`src/wdt_pkg.sv`:
```
// Constants and types for the watchdog and discharge timer block
package wdog_pkg;
    // Clock and time base
    localparam int unsigned CLK_PERIOD_NS      = 100;
    localparam int unsigned TICK_TIME_MS       = 100;
    localparam int unsigned TICK_CYCLES        = TICK_TIME_MS * 1_000_000 / CLK_PERIOD_NS;
    localparam int          PRESCALE_W         = 20;
    // Watchdog: expiry needs strictly more than the nominal time
    localparam int unsigned WD_TIME_MS         = 2000;
    localparam int unsigned WD_TICKS           = WD_TIME_MS / TICK_TIME_MS;
    localparam int          WD_CNT_W           = 5;
    localparam logic [4:0]  WD_EXPIRE_TICKS    = 5'(WD_TICKS + 1);
    // Discharge timer counts ticks, table is kept in half minutes
    localparam int unsigned HALF_MIN_MS        = 30000;
    localparam int          DT_W               = 17;
    localparam logic [16:0] TICKS_PER_HALF_MIN = 17'(HALF_MIN_MS / TICK_TIME_MS);
    // Register byte offsets
    localparam logic [5:0]  OFS_STAGE_LO       = 6'h00;
    localparam logic [5:0]  OFS_STAGE_HI       = 6'h04;
    localparam logic [5:0]  OFS_STAGE_PIN      = 6'h08;
    localparam logic [5:0]  OFS_COMMAND        = 6'h0C;
    localparam logic [5:0]  OFS_CONFIG_LO      = 6'h10;
    localparam logic [5:0]  OFS_CONFIG_HI      = 6'h14;
    localparam logic [5:0]  OFS_PIN_CTRL       = 6'h18;
    localparam logic [5:0]  OFS_STATUS_B       = 6'h1C;
    // Command register bits
    localparam int          CMD_CHECK_OK_BIT     = 0;
    localparam int          CMD_WRITE_CONFIG_BIT = 1;
    localparam int          CMD_WRITE_PIN_BIT    = 2;
    localparam int          CMD_CLEAR_STATUS_BIT = 3;
    // Configuration bytes four and five: cell switch bits and timeout code
    localparam int          DCC_W              = 12;
    localparam int          TIMEOUT_CODE_LSB   = 12;
    localparam int          TIMEOUT_CODE_W     = 4;
    localparam int          CFG_HI_W           = 16;
    // Reset values
    localparam logic [31:0] CFG_LO_RESET       = 32'h0000_0000;
    localparam logic [15:0] CFG_HI_RESET       = 16'h0000;
    localparam logic [31:0] PIN_CTRL_RESET     = 32'h0000_0000;
    // Status group B layout
    localparam int          ST_OVER_TEMP_BIT   = 0;
    localparam int          ST_RESERVED_LSB    = 2;
    localparam int          ST_REVISION_LSB    = 4;
    localparam int          ST_WD_EXPIRED_BIT  = 8;
    localparam int          ST_POWER_LSB       = 9;
    localparam logic [3:0]  REVISION_CODE      = 4'h3; // Arbitrary value
    localparam logic [1:0]  RESERVED_VALUE     = 2'h0;
    // Power state of the device core
    typedef enum logic [1:0] {ST_ACTIVE, ST_EXT_BALANCE, ST_SLEEP} power_state_t;
endpackage
```
`src/watchdog_discharge_timer.sv`:
```
// Watchdog, discharge timer and thermal shutdown logic with an Avalon-MM register slave
// Operation
// - Watchdog expires after over two idle seconds
// - Expiry always resets config bytes zero-three
// - Timer disabled: expiry also resets bytes four-five, pins
// - Timer enabled: its expiry resets bytes four-five, pins
// - Expiry releases open-drain watchdog indicator pin
// - Watchdog always on, restarts on checked commands
// - Running timer keeps discharge switches on
// - Timeout code maps to fifteen fixed durations, code zero disables the timer
// - Readback code reports band of remaining time
// - Only config write restarts discharge timer
// - Expiry during config write keeps new data
// - Over temperature resets config, switches off
// - Thermal event sets over-temperature flag
// - Clear-status command sets over-temperature flag
// - Status group B read clears flag
// - Revision and reserved bits always read back
// - Expiry with running timer enters extended balancing
//
// Local design decisions: the Avalon-MM slave port and the register addresses.
`timescale 1ns/1ns
module watchdog_discharge_timer #(
    parameter int unsigned TICK_CYCLES_P = wdog_pkg::TICK_CYCLES
) (
    input  wire logic                     clk_sys_i,
    input  wire logic                     reset_i,
    input  wire logic [5:0]               avs_address_i,
    input  wire logic                     avs_read_i,
    input  wire logic                     avs_write_i,
    input  wire logic [31:0]              avs_writedata_i,
    input  wire logic [3:0]               avs_byteenable_i,
    output logic      [31:0]              avs_readdata_o,
    output logic                          avs_waitrequest_o,
    input  wire logic                     discharge_timer_enable_pin_i,
    input  wire logic                     over_temperature_i,
    output logic                          watchdog_indicator_pin_o,
    output logic                          watchdog_indicator_pin_oe_o,
    output logic      [wdog_pkg::DCC_W-1:0] discharge_switch_o,
    output logic                          sleep_o,
    output logic                          extended_balancing_o
);
    import wdog_pkg::*;

    // Duration of a timeout code in half minutes
    function automatic logic [7:0] half_minutes(input logic [3:0] code);
        unique case (code)
            4'h0: half_minutes = 8'h00;
            4'h1: half_minutes = 8'h01;
            4'h2: half_minutes = 8'h02;
            4'h3: half_minutes = 8'h04;
            4'h4: half_minutes = 8'h06;
            4'h5: half_minutes = 8'h08;
            4'h6: half_minutes = 8'h0A;
            4'h7: half_minutes = 8'h14;
            4'h8: half_minutes = 8'h1E;
            4'h9: half_minutes = 8'h28;
            4'hA: half_minutes = 8'h3C;
            4'hB: half_minutes = 8'h50;
            4'hC: half_minutes = 8'h78;
            4'hD: half_minutes = 8'h96;
            4'hE: half_minutes = 8'hB4;
            4'hF: half_minutes = 8'hF0;
        endcase
    endfunction

    // Duration of a timeout code in ticks
    function automatic logic [DT_W-1:0] code_ticks(input logic [3:0] code);
        code_ticks = DT_W'(half_minutes(code)) * TICKS_PER_HALF_MIN;
    endfunction

    // Smallest code whose duration still covers the remaining ticks
    function automatic logic [3:0] band_code(input logic [DT_W-1:0] remaining);
        band_code = 4'h0;
        for (int c = 15; c >= 1; c--) begin
            if (remaining != '0 && remaining <= code_ticks(4'(c))) begin
                band_code = 4'(c);
            end
        end
    endfunction

    // Byte-lane merge of a bus write
    function automatic logic [31:0] merge(input logic [31:0] old_v, input logic [31:0] new_v,
                                          input logic [3:0] be);
        for (int b = 0; b < 4; b++) begin
            merge[b*8 +: 8] = be[b] ? new_v[b*8 +: 8] : old_v[b*8 +: 8];
        end
    endfunction

    logic                  ack_q;
    logic [31:0]           readdata_q;
    logic [31:0]           stage_lo_q;
    logic [31:0]           stage_hi_q;
    logic [31:0]           stage_pin_q;
    logic [31:0]           cfg_lo_q;
    logic [CFG_HI_W-1:0]   cfg_hi_q;
    logic [31:0]           pin_ctrl_q;
    logic [PRESCALE_W-1:0] pre_cnt_q;
    logic                  tick_q;
    logic [WD_CNT_W-1:0]   wd_cnt_q;
    logic                  wd_expired_q;
    logic                  wd_drive_q;
    logic [DT_W-1:0]       dt_cnt_q;
    logic                  dt_running_q;
    logic                  over_temperature_flag_q;
    logic                  thermal_prev_q;
    logic [DCC_W-1:0]      switch_q;
    power_state_t          state_q;
    logic [5:0]            word_addr;
    logic                  rd_first;
    logic                  wr_accept;
    logic                  cmd_kick;
    logic                  cfg_commit;
    logic                  pin_commit;
    logic                  clear_status;
    logic                  wd_fire;
    logic                  dt_fire;
    logic                  dt_enabled;
    logic [3:0]            discharge_timeout_code;
    logic [3:0]            stage_code;
    logic [31:0]           status_b;
    logic [31:0]           rd_mux;

    // Bus decode: two cycles per access, reads captured on the first edge
    assign word_addr         = {avs_address_i[5:2], 2'b00};
    assign avs_waitrequest_o = (avs_read_i | avs_write_i) & ~ack_q;
    assign rd_first          = avs_read_i & ~ack_q;
    assign wr_accept         = avs_write_i & ack_q;
    assign avs_readdata_o    = readdata_q;

    // Command decode, only commands with a good check code count
    assign cmd_kick     = wr_accept && word_addr == OFS_COMMAND && avs_writedata_i[CMD_CHECK_OK_BIT];
    assign cfg_commit   = cmd_kick && avs_writedata_i[CMD_WRITE_CONFIG_BIT];
    assign pin_commit   = cmd_kick && avs_writedata_i[CMD_WRITE_PIN_BIT];
    assign clear_status = cmd_kick && avs_writedata_i[CMD_CLEAR_STATUS_BIT];

    // Timer state derived from the live and staged configuration
    assign discharge_timeout_code = cfg_hi_q[TIMEOUT_CODE_LSB +: TIMEOUT_CODE_W];
    assign stage_code             = stage_hi_q[TIMEOUT_CODE_LSB +: TIMEOUT_CODE_W];
    assign dt_enabled = discharge_timer_enable_pin_i && discharge_timeout_code != 4'h0;
    assign wd_fire    = tick_q && !wd_expired_q && !cmd_kick
                        && wd_cnt_q == WD_EXPIRE_TICKS - 5'h1;
    assign dt_fire    = tick_q && dt_running_q && dt_cnt_q == DT_W'(1)
                        && !cfg_commit && discharge_timer_enable_pin_i;

    // Bus handshake
    always_ff @(posedge clk_sys_i or posedge reset_i) begin
        if (reset_i) begin
            ack_q <= 1'b0;
        end else begin
            ack_q <= (avs_read_i | avs_write_i) & ~ack_q;
        end
    end

    // Status group B word
    always_comb begin
        status_b                                   = '0;
        status_b[ST_OVER_TEMP_BIT]                 = over_temperature_flag_q;
        status_b[ST_RESERVED_LSB +: 2]             = RESERVED_VALUE;
        status_b[ST_REVISION_LSB +: 4]             = REVISION_CODE;
        status_b[ST_WD_EXPIRED_BIT]                = wd_expired_q;
        status_b[ST_POWER_LSB +: 2]                = state_q;
    end

    // Read multiplexer, unmapped offsets read zero
    always_comb begin
        unique case (word_addr)
            OFS_STAGE_LO:  rd_mux = stage_lo_q;
            OFS_STAGE_HI:  rd_mux = stage_hi_q;
            OFS_STAGE_PIN: rd_mux = stage_pin_q;
            OFS_CONFIG_LO: rd_mux = cfg_lo_q;
            OFS_CONFIG_HI: rd_mux = {16'h0000, band_code(dt_cnt_q), cfg_hi_q[DCC_W-1:0]};
            OFS_PIN_CTRL:  rd_mux = pin_ctrl_q;
            OFS_STATUS_B:  rd_mux = status_b;
            default:       rd_mux = 32'h0000_0000;
        endcase
    end

    // Read data register
    always_ff @(posedge clk_sys_i or posedge reset_i) begin
        if (reset_i) begin
            readdata_q <= 32'h0000_0000;
        end else if (rd_first) begin
            readdata_q <= rd_mux;
        end
    end

    // Staging registers written by software before a commit command
    always_ff @(posedge clk_sys_i or posedge reset_i) begin
        if (reset_i) begin
            stage_lo_q  <= CFG_LO_RESET;
            stage_hi_q  <= 32'(CFG_HI_RESET);
            stage_pin_q <= PIN_CTRL_RESET;
        end else if (wr_accept) begin
            if (word_addr == OFS_STAGE_LO) begin
                stage_lo_q <= merge(stage_lo_q, avs_writedata_i, avs_byteenable_i);
            end
            if (word_addr == OFS_STAGE_HI) begin
                stage_hi_q <= merge(stage_hi_q, avs_writedata_i, avs_byteenable_i) & 32'h0000_FFFF;
            end
            if (word_addr == OFS_STAGE_PIN) begin
                stage_pin_q <= merge(stage_pin_q, avs_writedata_i, avs_byteenable_i);
            end
        end
    end

    // Prescaler giving one tick per time base period
    always_ff @(posedge clk_sys_i or posedge reset_i) begin
        if (reset_i) begin
            pre_cnt_q <= '0;
            tick_q    <= 1'b0;
        end else if (pre_cnt_q == PRESCALE_W'(TICK_CYCLES_P - 1)) begin
            pre_cnt_q <= '0;
            tick_q    <= 1'b1;
        end else begin
            pre_cnt_q <= pre_cnt_q + PRESCALE_W'(1);
            tick_q    <= 1'b0;
        end
    end

    // Watchdog counter, cannot be disabled, restarted by every checked command
    always_ff @(posedge clk_sys_i or posedge reset_i) begin
        if (reset_i) begin
            wd_cnt_q     <= '0;
            wd_expired_q <= 1'b0;
            wd_drive_q   <= 1'b1;
        end else if (cmd_kick) begin
            wd_cnt_q     <= '0;
            wd_expired_q <= 1'b0;
            wd_drive_q   <= 1'b1;
        end else if (tick_q && !wd_expired_q) begin
            wd_cnt_q <= wd_cnt_q + WD_CNT_W'(1);
            if (wd_fire) begin
                wd_expired_q <= 1'b1;
                wd_drive_q   <= 1'b0;
            end
        end
    end

    // Open-drain indicator: pulled low while the watchdog runs
    assign watchdog_indicator_pin_o    = 1'b0;
    assign watchdog_indicator_pin_oe_o = wd_drive_q;

    // Discharge timer, loaded only by a configuration commit
    always_ff @(posedge clk_sys_i or posedge reset_i) begin
        if (reset_i) begin
            dt_cnt_q     <= '0;
            dt_running_q <= 1'b0;
        end else if (cfg_commit && !over_temperature_i) begin
            if (discharge_timer_enable_pin_i && stage_code != 4'h0) begin
                dt_cnt_q     <= code_ticks(stage_code);
                dt_running_q <= 1'b1;
            end else begin
                dt_cnt_q     <= '0;
                dt_running_q <= 1'b0;
            end
        end else if (over_temperature_i || !discharge_timer_enable_pin_i) begin
            dt_cnt_q     <= '0;
            dt_running_q <= 1'b0;
        end else if (tick_q && dt_running_q) begin
            dt_cnt_q <= dt_cnt_q - DT_W'(1);
            if (dt_fire) begin
                dt_running_q <= 1'b0;
            end
        end
    end

    // Configuration group: thermal reset first, then a commit, then timer resets
    always_ff @(posedge clk_sys_i or posedge reset_i) begin
        if (reset_i) begin
            cfg_lo_q <= CFG_LO_RESET;
            cfg_hi_q <= CFG_HI_RESET;
        end else if (over_temperature_i) begin
            cfg_lo_q <= CFG_LO_RESET;
            cfg_hi_q <= CFG_HI_RESET;
        end else if (cfg_commit) begin
            cfg_lo_q <= stage_lo_q;
            cfg_hi_q <= stage_hi_q[CFG_HI_W-1:0];
        end else begin
            if (wd_fire) begin
                cfg_lo_q <= CFG_LO_RESET;
            end
            if ((wd_fire && !dt_enabled) || dt_fire) begin
                cfg_hi_q <= CFG_HI_RESET;
            end
        end
    end

    // Discharge pin control group, untouched by thermal shutdown
    always_ff @(posedge clk_sys_i or posedge reset_i) begin
        if (reset_i) begin
            pin_ctrl_q <= PIN_CTRL_RESET;
        end else if (pin_commit) begin
            pin_ctrl_q <= stage_pin_q;
        end else if ((wd_fire && !dt_enabled) || dt_fire) begin
            pin_ctrl_q <= PIN_CTRL_RESET;
        end
    end

    // Discharge switches follow the cell bits, forced off when too hot
    always_ff @(posedge clk_sys_i or posedge reset_i) begin
        if (reset_i) begin
            switch_q <= '0;
        end else if (over_temperature_i) begin
            switch_q <= '0;
        end else begin
            switch_q <= cfg_hi_q[DCC_W-1:0];
        end
    end
    assign discharge_switch_o = switch_q;

    // Over-temperature flag: a set wins over a read clear in the same cycle
    always_ff @(posedge clk_sys_i or posedge reset_i) begin
        if (reset_i) begin
            thermal_prev_q          <= 1'b0;
            over_temperature_flag_q <= 1'b0;
        end else begin
            thermal_prev_q <= over_temperature_i;
            if ((over_temperature_i && !thermal_prev_q) || clear_status) begin
                over_temperature_flag_q <= 1'b1;
            end else if (rd_first && word_addr == OFS_STATUS_B) begin
                over_temperature_flag_q <= 1'b0;
            end
        end
    end

    // Power state after a watchdog or discharge timer event
    always_ff @(posedge clk_sys_i or posedge reset_i) begin
        if (reset_i) begin
            state_q <= ST_ACTIVE;
        end else begin
            unique case (state_q)
                ST_ACTIVE: begin
                    if (wd_fire) begin
                        state_q <= dt_enabled ? ST_EXT_BALANCE : ST_SLEEP;
                    end
                end
                ST_EXT_BALANCE: begin
                    if (cmd_kick) begin
                        state_q <= ST_ACTIVE;
                    end else if (dt_fire || !dt_enabled) begin
                        state_q <= ST_SLEEP;
                    end
                end
                ST_SLEEP: begin
                    if (cmd_kick) begin
                        state_q <= ST_ACTIVE;
                    end
                end
                default: state_q <= ST_ACTIVE;
            endcase
        end
    end
    assign sleep_o              = state_q == ST_SLEEP;
    assign extended_balancing_o = state_q == ST_EXT_BALANCE;
endmodule // watchdog_discharge_timer

```
`config.mk`:
```
export PLATFORM = sky130hd
export DESIGN_NAME = watchdog_discharge_timer
export DESIGN_NICKNAME = d
export VERILOG_FILES = /design/src/wdt_pkg.sv /design/src/watchdog_discharge_timer.sv
export SDC_FILE = /design/constraint.sdc
export NUM_CORES = 1
export LEC_CHECK = 0
export BUFFER_PORTS_ARGS = -buffer_cell sky130_fd_sc_hd__buf_2
export CAP_MARGIN = 20
export CORE_MARGIN = 4
export CORE_UTILIZATION = 35
export DETAILED_ROUTE_END_ITERATION = 10
export SLEW_MARGIN = 30
export SYNTH_ARGS = -nofsm -noshare
export SYNTH_HDL_FRONTEND = slang
export SYNTH_SLANG_ARGS = --single-unit
```
`constraint.sdc`:
```
create_clock -name clk_sys_i -period 14.45 [get_ports clk_sys_i]
set_input_delay 0.7225 -clock clk_sys_i [delete_from_list [all_inputs] [get_ports clk_sys_i]]
set_output_delay 0.7225 -clock clk_sys_i [all_outputs]
set_load 0.02 [all_outputs]
```
==> metrics.txt, run 1 <==
final hold violations=0; dpl hpwl=23500 um; Remaining DRCs=0; core box area=0.0369 mm2; PwrDens=138 mW/mm2; Port Buffers=93; hold buffer count at cts=0; R2R Path Start=stage_hi_q[12]$_DFFE_PP0P_; Crit. End Element=flip-flop; cell with the most instances after synthesis=dfrtp_1; worst skew pair latency=0.55 ns; Die W=202 um; Mean Syn Cell Area=10.6 um2; Max transition margin=35.3%; Final Slew Violations=0; via-per-instance ratio=5.64; largest net degree at the start of global routing=102; post-DR wirelength/cell=19.9 um; outcome=complete, no violations; setup_tns=0 ns; post-synthesis sequential area ratio=roughly 48%; most instantiated cells after synthesis=dfrtp_1 (254), a22o_1 (100), nand2_1 (94); minimum clock period=4.69 ns; Worst-path clk slew=0.06 ns; Final Cycle Share=32.5%; worst min-delay path class=in2async; die area=0.0409 mm2; slowest CP cell=fa_1; synth warn=0; crit path launch type=flip-flop; Max-Cap Viols=0; post-CTS sizing=0; Pre-Repair DR Iteration Count=5; die height=between 200 and 250 um; Final #Nets=between 1000 and 1500; antenna violations before repair=7; routability cong.=0.884; Async SR Flop Fraction=100%; cells along the critical path=inv_1 > ha_1 > mux2_2 > nand2_1 > o31ai_1 > ha_1 > ha_1 > ha_1 > inv_1 > fa_1 > inv_1 > ha_1 > and2_1 > o21ai_0 > nand3_1 > and3_1 > nor3_1 > o21a_1 > o22a_1; final wirelength=36300 um; Synth Instances=1248; vias in the first global route=just over 10000; Peak VDD IR=76.7 uV; initial DRC count=between 900 and 1000; Final setup viols=0; Initial Util=35.8%; static leakage=around 7.1 nW; hold_ws=0.296 ns; Post-synth EDFFs=0; Top FF cell, synth=dfrtp_1; Max FO, Critical Path=8; total gr overflow=0; root buf cell=clkbuf_16; Num CTS Buffers=28; fmax=0.213 GHz; number of buffers added for setup after CTS=0; Seq cells post-synth=255; Sink Count=255; RSZ-0062 raised after global routing=no; slowest stage delay, CP=0.50 ns; fraction of layout cells with a size suffix above 1=20.2%; number of inserted diodes=0; Worst Max-Slew Pin Slew=0.967 ns; most frequent CP cell=ha_1; CP startpoint=stage_hi_q[12]$_DFFE_PP0P_; CTS tree=built; Post-Layout Cell Count=1827; htree depth=1; Distinct cells, synth=76; first-pass GRT wire length=just under 60000 um; Synth area leader=dfrtp_1; Layout area overhead=14.5%; area fraction of the dominant cell type after synthesis=48.1%; num rows=70; Cell Area, Synth=0.0132 mm2; Clock Skew=0.00914 ns; Max Root-Sink Buffers=3; I/O pin total=97; Setup Crit Path Kind=reg2reg; via count=10300; Critical Path AT=5.17 ns; antenna violation net count after detailed routing=0; GRT Total Usage=17.5%; Placed Cells=1775; Req. time, crit path=14.93 ns; fin util=between 40% and 50%; syn nets=~1400; top cells by area, synth=dfrtp_1 (48%), mux2_2 (6.7%), a22o_1 (6.6%), ha_1 (4.6%), nand2_1 (2.7%)
[final cells by class]
class | instances | area, um2
well taps | 504 | 631
repair buffers | 111 | 608
clock buffers | 39 | 833
clock inverters | 13 | 153
fillers | 3560 | 21800
inverters | 51 | 199
flip-flops and latches | 255 | 6380
multi-input cells | 854 | 6310
[cells in the final DEF, fill, tap and decap left out, types with 5 or more instances in the layout]
master and n:
a211oi_1 5, a21o_1 8, a21oi_1 40, a221o_1 5, a221oi_1 24, a222oi_1 8
a22o_1 100, a22oi_1 23, a31oi_1 18, and2_1 12, and3_1 21, buf_2 93
buf_4 16, clkbuf_16 29, clkbuf_8 7, clkinv_2 7, dfrtp_1 254, fa_1 7
ha_1 49, inv_1 50, mux2_2 78, nand2_1 94, nand2b_1 8, nand3_1 24
nand3b_1 5, nand4_1 14, nor2_1 65, nor2b_1 27, nor3_1 21, nor4_1 7
o21ai_0 56, or2_2 6, or3_1 7, or4_1 5, xnor2_1 18, xor2_1 12
[power by group]
group / internal (W) / switching (W) / total [W] / leakage, nW
Clock: 0.000456 / 0.000293 / 0.000749 / 0.491
Sequential: 0.000758 / 0.0000502 / 0.000808 / 3.45
Combinational: 0.000227 / 0.000310 / 0.000537 / 3.14
[registers in the layout, summed over array words and instances (netlist names), 2 cells and up]
signal	count
avs_readdata_o	32
cfg_hi_q	16
cfg_lo_q	32
discharge_switch_o	12
dt_cnt_q	17
pin_ctrl_q	32
pre_cnt_q	20
stage_hi_q	16
stage_lo_q	32
stage_pin_q	32
state_q	2
wd_cnt_q	5
[cell families after synthesis]
kind of cell	Yosys count	share of synthesized area, %
flops	255	48.3
mux	83	7.13
other cells	1	0.0284
simple gates	345	13.6
buf+inv	139	4.20
xor+xnor	30	1.99
fa+ha+maj	56	5.70
compound gates	339	19.0
[metal layers]
| metal | wire [um] | vias up | global-route usage, % |
|---|---|---|---|
| met5 | 61 | - | 0 |
| met2 | 16500 | 317 | 27.4 |
| met4 | 713 | 8 | 3.93 |
| met1 | 16800 | 5189 | 25.5 |
| met3 | 2200 | 58 | 3.05 |
| li1 | - | 4724 | - |
[per-stage QoR]
stage,total power [W],worst slack [ns],cell area [um2]
after detailed placement,0.00135,9.78,14100
after floorplan,0.00123,6.72,13200
after global routing,0.00224,9.38,15100
final,0.00209,9.76,15100
after global placement,0.00135,9.82,14100
after CTS,0.00211,9.75,15100
[critical path, delay by kind of cell (launching register included)]
kind | cells | cell delay (ns)
adders and majority gates | 6 | 2.13
and+or+nand+nor | 5 | 0.83
AOI/OAI and AO/OA | 4 | 0.68
DFF | 1 | 0.48
muxes | 1 | 0.28
buffers and inverters | 3 | 0.22
[worst paths after layout]
kind	to	slack [ns]	cells past startpoint
setup / recovery	dt_cnt_q[12]$_DFFE_PP0P_	9.76	19
hold / removal	pre_cnt_q[1]$_DFF_PP0_	0.30	2
setup reg to reg	dt_cnt_q[12]$_DFFE_PP0P_	9.76	19
hold reg to reg	over_temperature_flag_q$_DFFE_PP0P_	0.41	1
max in group asynchronous	pin_ctrl_q[2]$_DFFE_PP0P_	12.89	3
min in group clk_sys_i	over_temperature_flag_q$_DFFE_PP0P_	0.41	1
No activity file was read; power rests on OpenSTA's default activity.
==> run 2: changes to the inputs <==
--- a/config.mk
+++ b/config.mk
@@ -5,6 +5,7 @@
 export SDC_FILE = /design/constraint.sdc
 export NUM_CORES = 1
 export LEC_CHECK = 0
+export ABC_AREA = 1
 export BUFFER_PORTS_ARGS = -buffer_cell sky130_fd_sc_hd__buf_2
 export CAP_MARGIN = 20
 export CORE_MARGIN = 4
==> constraint.sdc (replaced) <==
create_clock -name clk_sys_i -period 4.9 [get_ports clk_sys_i]
set_input_delay 0.245 -clock clk_sys_i [delete_from_list [all_inputs] [get_ports clk_sys_i]]
set_output_delay 0.245 -clock clk_sys_i [all_outputs]
set_load 0.02 [all_outputs]
==> run 2 against run 1 <==
Compared with the run above:
- routed wire length rose by 12%
- largest cell class unchanged
- largest power group unchanged
- sequential share of layout area down 2.0 points
- worst setup slack got worse by 9.4 ns
- worst hold slack lost 0.29 ns
- synthesized cell count up 37%
- critical path type unchanged
- critical endpoint is now dt_cnt_q[16]$_DFFE_PP0P_
- count of clock-buffer cells in the layout up 3
- register-to-register slack worse by 9.4 ns
- power grew to 2.7 times the previous value
- core utilization is essentially flat
- clock power rose to 3.0 times the previous value
==> metrics.txt, run 2 <==
outcome=complete, no violations (unchanged); number of buffers added for setup after CTS=0 (unchanged); Mean Syn Cell Area=8.02 um2 (was 10.6 um2); Final setup viols=0 (unchanged); Remaining DRCs=0 (unchanged); via count=12100 (was 10300); worst hold stages=3; most frequent CP cell=inv_1 (was ha_1); Layout area overhead=16.0% (was 14.5%); setup_tns=0 ns (unchanged); slowest CP cell=fa_1 (unchanged); syn nets=1809 (was 1352); Synth Instances=1705 (was 1248); fin util=41.0% (about the same); largest net degree at the start of global routing=110 (was 102); Final #Nets=1903 (was 1405); static leakage=7.76 nW (was 7.08 nW); Max transition margin=39.6% (was 35.3%); Design Power=0.00560 W (was 0.00209 W); total gr overflow=0 (unchanged); final hold violations=0 (unchanged); antenna violations before repair=0 (was 7); design area=0.0159 mm2 (was 0.0151 mm2); fraction of layout cells with a size suffix above 1=10.6% (was 20.2%); minimum clock period=4.57 ns (was 4.69 ns); Top FF cell, synth=dfrtp_1 (unchanged); fill count=3944 (was 3560); Initial Util=35.4% (was 35.8%); synth warn=0 (unchanged); Max Root-Sink Buffers=3 (unchanged); crit path launch type=flip-flop (unchanged); die area=0.0423 mm2 (was 0.0409 mm2); slack of the critical path=0.326 ns (was 9.76 ns); htree depth=1 (unchanged); Crit. End Element=flip-flop (unchanged); Post-Synth Adder-Cell Area=5.51% (was 5.70%); core box area=0.0386 mm2 (was 0.0369 mm2); worst hold endpoint=stage_hi_q[13]$_DFFE_PP0P_; Sink Count=255 (unchanged); Post-Synth XOR/XNOR Area=1.09% (was 1.99%); wire length on met3=2270 um (was 2200 um); Num CTS Buffers=28 (unchanged); Cell Area, Synth=0.0137 mm2 (was 0.0132 mm2); number of inserted diodes=0 (unchanged); worst slack, placed=0.233 ns (was 9.78 ns); most common cell after layout, fill and taps aside=nand2_1 (was dfrtp_1); Die W=206 um (was 202 um); r2r setup slk=0.33 ns (was 9.76 ns); reg2reg path depth=25 (was 19); antenna violation net count after detailed routing=0 (unchanged); Post-synth EDFFs=0 (unchanged); fmax=0.219 GHz (was 0.213 GHz); num rows=72 (was 70); final wirelength=40600 um (was 36300 um); Async SR Flop Fraction=100% (unchanged); Worst Max-Slew Pin Slew=0.905 ns (was 0.967 ns); critical path buffer and inverter count=6 (was 3); slowest stage delay, CP=0.52 ns (was 0.50 ns); top sig layer=met4 (was met5); Seq cells post-synth=255 (unchanged); initial DRC count=956 (was 911); Final Cycle Share=93.4% (was 32.5%); CP startpoint=stage_hi_q[13]$_DFFE_PP0P_ (was stage_hi_q[12]$_DFFE_PP0P_); post-DR wirelength/cell=17.4 um (was 19.9 um); GRT Total Usage=19.1% (was 17.5%); routability cong.=0.934 (was 0.884); Setup Crit Path Kind=reg2reg (unchanged); Critical Path AT=5.04 ns (was 5.17 ns); Reg-to-Reg End=dt_cnt_q[16]$_DFFE_PP0P_ (was dt_cnt_q[12]$_DFFE_PP0P_); Compound-Gate Fraction of Synth Area=15.9% (was 19.0%); simple-gate share of the synthesized area=21.1% (was 13.6%); worst min-delay path class=in2reg (was in2async); Distinct cells, synth=56 (was 76); Worst-path clk slew=0.06 ns (about the same); multiplexer area fraction after synthesis=0% (was 7.13%); R2R Path Start=stage_hi_q[13]$_DFFE_PP0P_ (was stage_hi_q[12]$_DFFE_PP0P_); PwrDens=353 mW/mm2 (was 138 mW/mm2); Req. time, crit path=5.37 ns (was 14.93 ns); largest family of logic cells by synthesized area=simple AND/OR/NAND/NOR gates (was compound AO/OA/AOI/OAI gates); top cells by area, synth=dfrtp_1 (46%), nand2_1 (11%), inv_1 (7.0%), o21ai_0 (5.9%), ha_1 (4.5%) (was dfrtp_1 (48%), mux2_2 (6.7%), a22o_1 (6.6%), ha_1 (4.6%), nand2_1 (2.7%)); Area after DPL=0.0146 mm2 (was 0.0141 mm2); Max FO, Critical Path=5 (was 8); Port Buffers=93 (unchanged); post-synthesis sequential area ratio=46.7% (was 48.3%); HP Start=avs_writedata_i[13]; vias in the first global route=11900 (was 10300); area of the multi-input gates=0.00598 mm2 (was 0.00631 mm2); via-per-instance ratio=5.19 (was 5.64); Final Slew Violations=0 (unchanged); dpl hpwl=28200 um (was 23500 um); cell with the most instances after synthesis=nand2_1 (was dfrtp_1); commonest cells after routing, fill and taps aside=nand2_1 (389), inv_1 (254), dfrtp_1 (253) (was dfrtp_1 (254), a22o_1 (100), nand2_1 (94)); area fraction of the dominant cell type after synthesis=46.5% (was 48.1%); Max-Cap Viols=0 (unchanged); Detail Route met2 WL=18600 um (was 16500 um); CTS tree=built (unchanged); Clock Skew=0.0242 ns (was 0.00914 ns); CP delay by family, top=adder cells (unchanged); root buf cell=clkbuf_16 (unchanged); Pre-Repair DR Iteration Count=6 (was 5); I/O pin total=97 (unchanged); most instantiated cells after synthesis=nand2_1 (390), inv_1 (255), dfrtp_1 (254) (was dfrtp_1 (254), a22o_1 (100), nand2_1 (94)); RSZ-0062 raised after global routing=no (unchanged); die height=206 um (was 202 um); M1 wire length=18900 um (was 16800 um); register area=0.00638 mm2 (about the same); worst skew pair latency=0.55 ns (about the same); first-pass GRT wire length=65200 um (was 59100 um); Synth area leader=dfrtp_1 (unchanged); Peak VDD IR=263 uV (was 76.7 uV)
==> run 2: cell count changes in the layout (fill, tap and decap cells not counted), sizes merged, moves of 21 or more <==
cell	previous run	this run
a221oi	24	2
a22o	100	1
and3	22	1
inv	52	264
mux2	78	0
nand2	94	391
nand3	25	86
nor2	66	132
nor2b	29	0
o21ai	60	171
o22ai	3	63
==> run 2: cells by family (layout without fill, tap and decap cells) <==
family | after synthesis | after routing
simple gates | 681 | 681
fa+ha+maj | 56 | 56
other cells | 1 | 1
buf+inv | 336 | 452
flops | 255 | 255
xor+xnor | 17 | 17
compound gates | 359 | 359
==> run 2: layer usage <==
| layer | track usage [%] | up-vias |
|---|---|---|
| met1 | 28.0 | 5885 |
| li1 | - | 5825 |
| met3 | 2.65 | 63 |
| met5 | 0 | - |
| met2 | 30.0 | 374 |
| met4 | 4.47 | 0 |
==> run 2: final cells by class <==
class / count / area share (%)
multi-input combinational: 1114 / 37.7
clock inverter: 10 / 1.06
tap: 518 / 4.09
timing repair buffer: 131 / 5.21
clock buffer: 42 / 5.32
inverter: 269 / 6.39
sequential: 255 / 40.3
==> run 2: how the worst max path moves through the flow <==
stage / slack (ns) / cells past startpoint / endpoint
4_1_cts: 0.18 / 26 / dt_cnt_q[16]$_DFFE_PP0P_
5_1_grt: 0.009 / 23 / dt_cnt_q[13]$_DFFE_PP0P_
3_3_place_gp: 0.33 / 26 / dt_cnt_q[16]$_DFFE_PP0P_
6_report: 0.33 / 25 / dt_cnt_q[16]$_DFFE_PP0P_
3_5_place_dp: 0.23 / 26 / dt_cnt_q[16]$_DFFE_PP0P_
2_1_floorplan: 0.55 / 26 / dt_cnt_q[16]$_DFFE_PP0P_
==> run 2: stage by stage <==
stage	cells	hold WS (ns)
after detailed placement	2267	0.419
after floorplan	1705	0.276
after global routing	2339	0.00499
final	2339	0.00432
after CTS	2339	0.00124
after global placement	2267	0.406
==> run 2: tightest hold or removal path, delay by kind of cell <==
kind            cells  cell delay [ns]
compound gates      1             0.09
buf+inv             2             0.18
==> run 2: power by group <==
group	internal (W)	switching [W]
registers	0.00227	0.000132
clock network	0.00140	0.000877
logic	0.000314	0.000616
==> run 2: what timing repair did <==
action / in CTS / in global routing
hold buffers: 20 / 0
setup endpoints to repair: 0 / 3
hold endpoints to repair: 59 / 0
gates resized for setup: 0 / 3
==> run 3: changes to the inputs <==
--- a/config.mk
+++ b/config.mk
@@ -11,6 +11,7 @@
 export CORE_MARGIN = 4
 export CORE_UTILIZATION = 35
 export DETAILED_ROUTE_END_ITERATION = 10
+export MAX_ROUTING_LAYER = met4
 export SLEW_MARGIN = 30
 export SYNTH_ARGS = -nofsm -noshare
 export SYNTH_HDL_FRONTEND = slang
==> run 3 against run 2 <==
Compared with the run above:
- final area decreased by 0.24%
- first-iteration DRC count increased by 2.9%
- critical path depth shrank 1
- count of clock-buffer cells in the layout up 2
- power shrank 3.5%
- worst hold slack better by 0.021 ns
- die area unchanged
- combinational power up 4.6%
- flip-flop and latch count is the same
- sequential power about the same
- worst setup slack improved by 0.16 ns
- maximum frequency is 3.7% higher
- largest cell class unchanged
- largest power group unchanged
==> metrics.txt, run 3 (synthesis gave the netlist of run 2 again) <==
Final Cycle Share=90.0% (was 93.4%); Die W=206 um (unchanged); crit path launch type=flip-flop (unchanged); Max FO, Critical Path=5 (unchanged); Remaining DRCs=0 (unchanged); routability cong.=0.935 (was 0.934); outcome=complete, no violations (unchanged); Max transition margin=38.4% (was 39.6%); static leakage=7.73 nW (was 7.76 nW); via-per-instance ratio=5.22 (was 5.19); Layout area overhead=15.7% (was 16.0%); slowest stage delay, CP=0.52 ns (about the same); final hold violations=0 (unchanged); post-DR wirelength/cell=17.7 um (was 17.4 um); Final setup viols=0 (unchanged); Setup Crit Path Kind=reg2reg (unchanged); CP startpoint=stage_hi_q[12]$_DFFE_PP0P_ (was stage_hi_q[13]$_DFFE_PP0P_); Port Buffers=93 (unchanged); dpl hpwl=28800 um (was 28200 um); largest net degree at the start of global routing=137 (was 110); Pre-Repair DR Iteration Count=5 (was 6); worst min-delay path class=in2reg (unchanged); Design Power=0.00541 W (was 0.00560 W); antenna violation net count after detailed routing=0 (unchanged); most common cell after layout, fill and taps aside=nand2_1 (unchanged); vias in the first global route=12100 (was 11900); minimum clock period=4.41 ns (was 4.57 ns); die area=0.0423 mm2 (unchanged); Crit. End Element=flip-flop (unchanged); total gr overflow=0 (unchanged); fill count=3941 (was 3944); Critical Path AT=4.89 ns (was 5.04 ns); fraction of layout cells with a size suffix above 1=10.5% (was 10.6%); R2R Path Start=stage_hi_q[12]$_DFFE_PP0P_ (was stage_hi_q[13]$_DFFE_PP0P_); Clock Skew=0.0130 ns (was 0.0242 ns); number of inserted diodes=0 (unchanged); Initial Util=35.4% (unchanged); htree depth=1 (unchanged); Sink Count=255 (unchanged); initial DRC count=984 (was 956); fmax=0.227 GHz (was 0.219 GHz); Final #Nets=1911 (was 1903); final wirelength=41500 um (was 40600 um); core box area=0.0386 mm2 (unchanged); GRT Total Usage=20.0% (was 19.1%); r2r setup slk=0.49 ns (was 0.33 ns); setup_tns=0 ns (unchanged); CTS tree=built (unchanged); Num CTS Buffers=28 (unchanged); Peak VDD IR=244 uV (was 263 uV); reg2reg path depth=24 (was 25); Reg-to-Reg End=dt_cnt_q[16]$_DFFE_PP0P_ (unchanged); root buf cell=clkbuf_16 (unchanged); worst slack, placed=0.292 ns (was 0.233 ns); cells along the critical path=buf_4 > ha_1 > o21ai_0 > o21ai_0 > ha_1 > ha_1 > inv_1 > fa_1 > fa_1 > inv_1 > ha_4 > nand2_1 > nor2_1 > nand2_1 > o211ai_1 > nand2_1 > inv_1 > nor2_1 > o21bai_1 > nand2_1 > a21boi_1 > o21a_1 > o22ai_1 > inv_1; slack of the critical path=0.489 ns (was 0.326 ns); commonest cells after routing, fill and taps aside=nand2_1 (389), dfrtp_1 (253), inv_1 (252) (was nand2_1 (389), inv_1 (254), dfrtp_1 (253)); I/O pin total=97 (unchanged); antenna violations before repair=1 (was 0); Critical Path End=dt_cnt_q[16]$_DFFE_PP0P_ (unchanged); first-pass GRT wire length=66100 um (was 65200 um); Worst Max-Slew Pin Slew=0.924 ns (was 0.905 ns); Worst-path clk slew=0.06 ns (about the same); slowest CP cell=fa_1 (unchanged); Req. time, crit path=5.38 ns (was 5.37 ns); die height=206 um (unchanged); Max Root-Sink Buffers=3 (unchanged); PwrDens=342 mW/mm2 (was 353 mW/mm2); via count=12200 (was 12100); Final Slew Violations=0 (unchanged); fin util=40.9% (was 41.0%); worst skew pair latency=0.55 ns (about the same); Max-Cap Viols=0 (unchanged); num rows=72 (unchanged)
run 3: cell types whose count changed in the layout (fill, tap and decap cells not counted), sizes merged:
cell / delta
buf: +5
bufinv: -3
dlygate4sd3: +3
clkbuf: +2
clkinv: -2
run 3: area by class of cell:
cell class	count	area, um2	share of cell area (%)
clock buffers	44	812	5.13
clock inverters	5	63.8	0.403
inverters	269	1010	6.41
multi-input cells	1114	5990	37.9
flip-flops and latches	255	6380	40.3
well taps	518	648	4.10
repair buffers	139	906	5.73
run 3: worst min path at each step:
| stage | start | to | cells past startpoint |
|---|---|---|---|
| 6_report | avs_writedata_i[12] | stage_hi_q[12]$_DFFE_PP0P_ | 3 |
| 5_1_grt | avs_writedata_i[7] | stage_lo_q[7]$_DFFE_PP0P_ | 3 |
| 4_1_cts | avs_writedata_i[7] | stage_lo_q[7]$_DFFE_PP0P_ | 3 |
| 3_5_place_dp | reset_i | pre_cnt_q[3]$_DFF_PP0_ | 2 |
| 3_3_place_gp | dt_running_q$_DFFE_PP0P_ | dt_running_q$_DFFE_PP0P_ | 2 |
| 2_1_floorplan | over_temperature_i | thermal_prev_q$_DFF_PP0_ | 0 |
run 3: timing repair:
| item | CTS | global route |
|---|---|---|
| hold buffers | 23 | 0 |
| endpoints found under the hold margin | 57 | 0 |
| buffers inserted | 0 | 4 |
| resized for setup | 0 | 7 |
| endpoints found under the setup margin | 0 | 3 |
run 3: through the flow:
stage          instance area (um2)  std cells  hold WS (ns)
3_3_place_gp                 14600       2267         0.457
2_1_floorplan                13700       1705         0.276
3_5_place_dp                 14700       2268         0.327
4_1_cts                      15800       2340        0.0211
6_report                     15800       2344        0.0255
5_1_grt                      15800       2344        0.0386
run 3: where the power goes:
| group | switching [W] | internal, W |
|---|---|---|
| clock | 0.000853 | 0.00119 |
| sequential | 0.000132 | 0.00227 |
| combinational | 0.000639 | 0.000334 |
run 3: metal layers:
metal / wire, um / GRT usage [%] / part of all wire, %
met3: 2660 / 3.34 / 6.4
met2: 19000 / 31.0 / 46
met1: 18800 / 27.6 / 45
met5: 0 / - / 0
met4: 1040 / 4.81 / 2.5
run 3: critical path: cells and delay by family (launching register included):
kind | cells | cell delay (ns)
DFF | 1 | 0.42
buffers and inverters | 5 | 0.41
AOI/OAI and AO/OA | 7 | 0.94
adders and majority gates | 6 | 2.12
and+or+nand+nor | 6 | 0.46
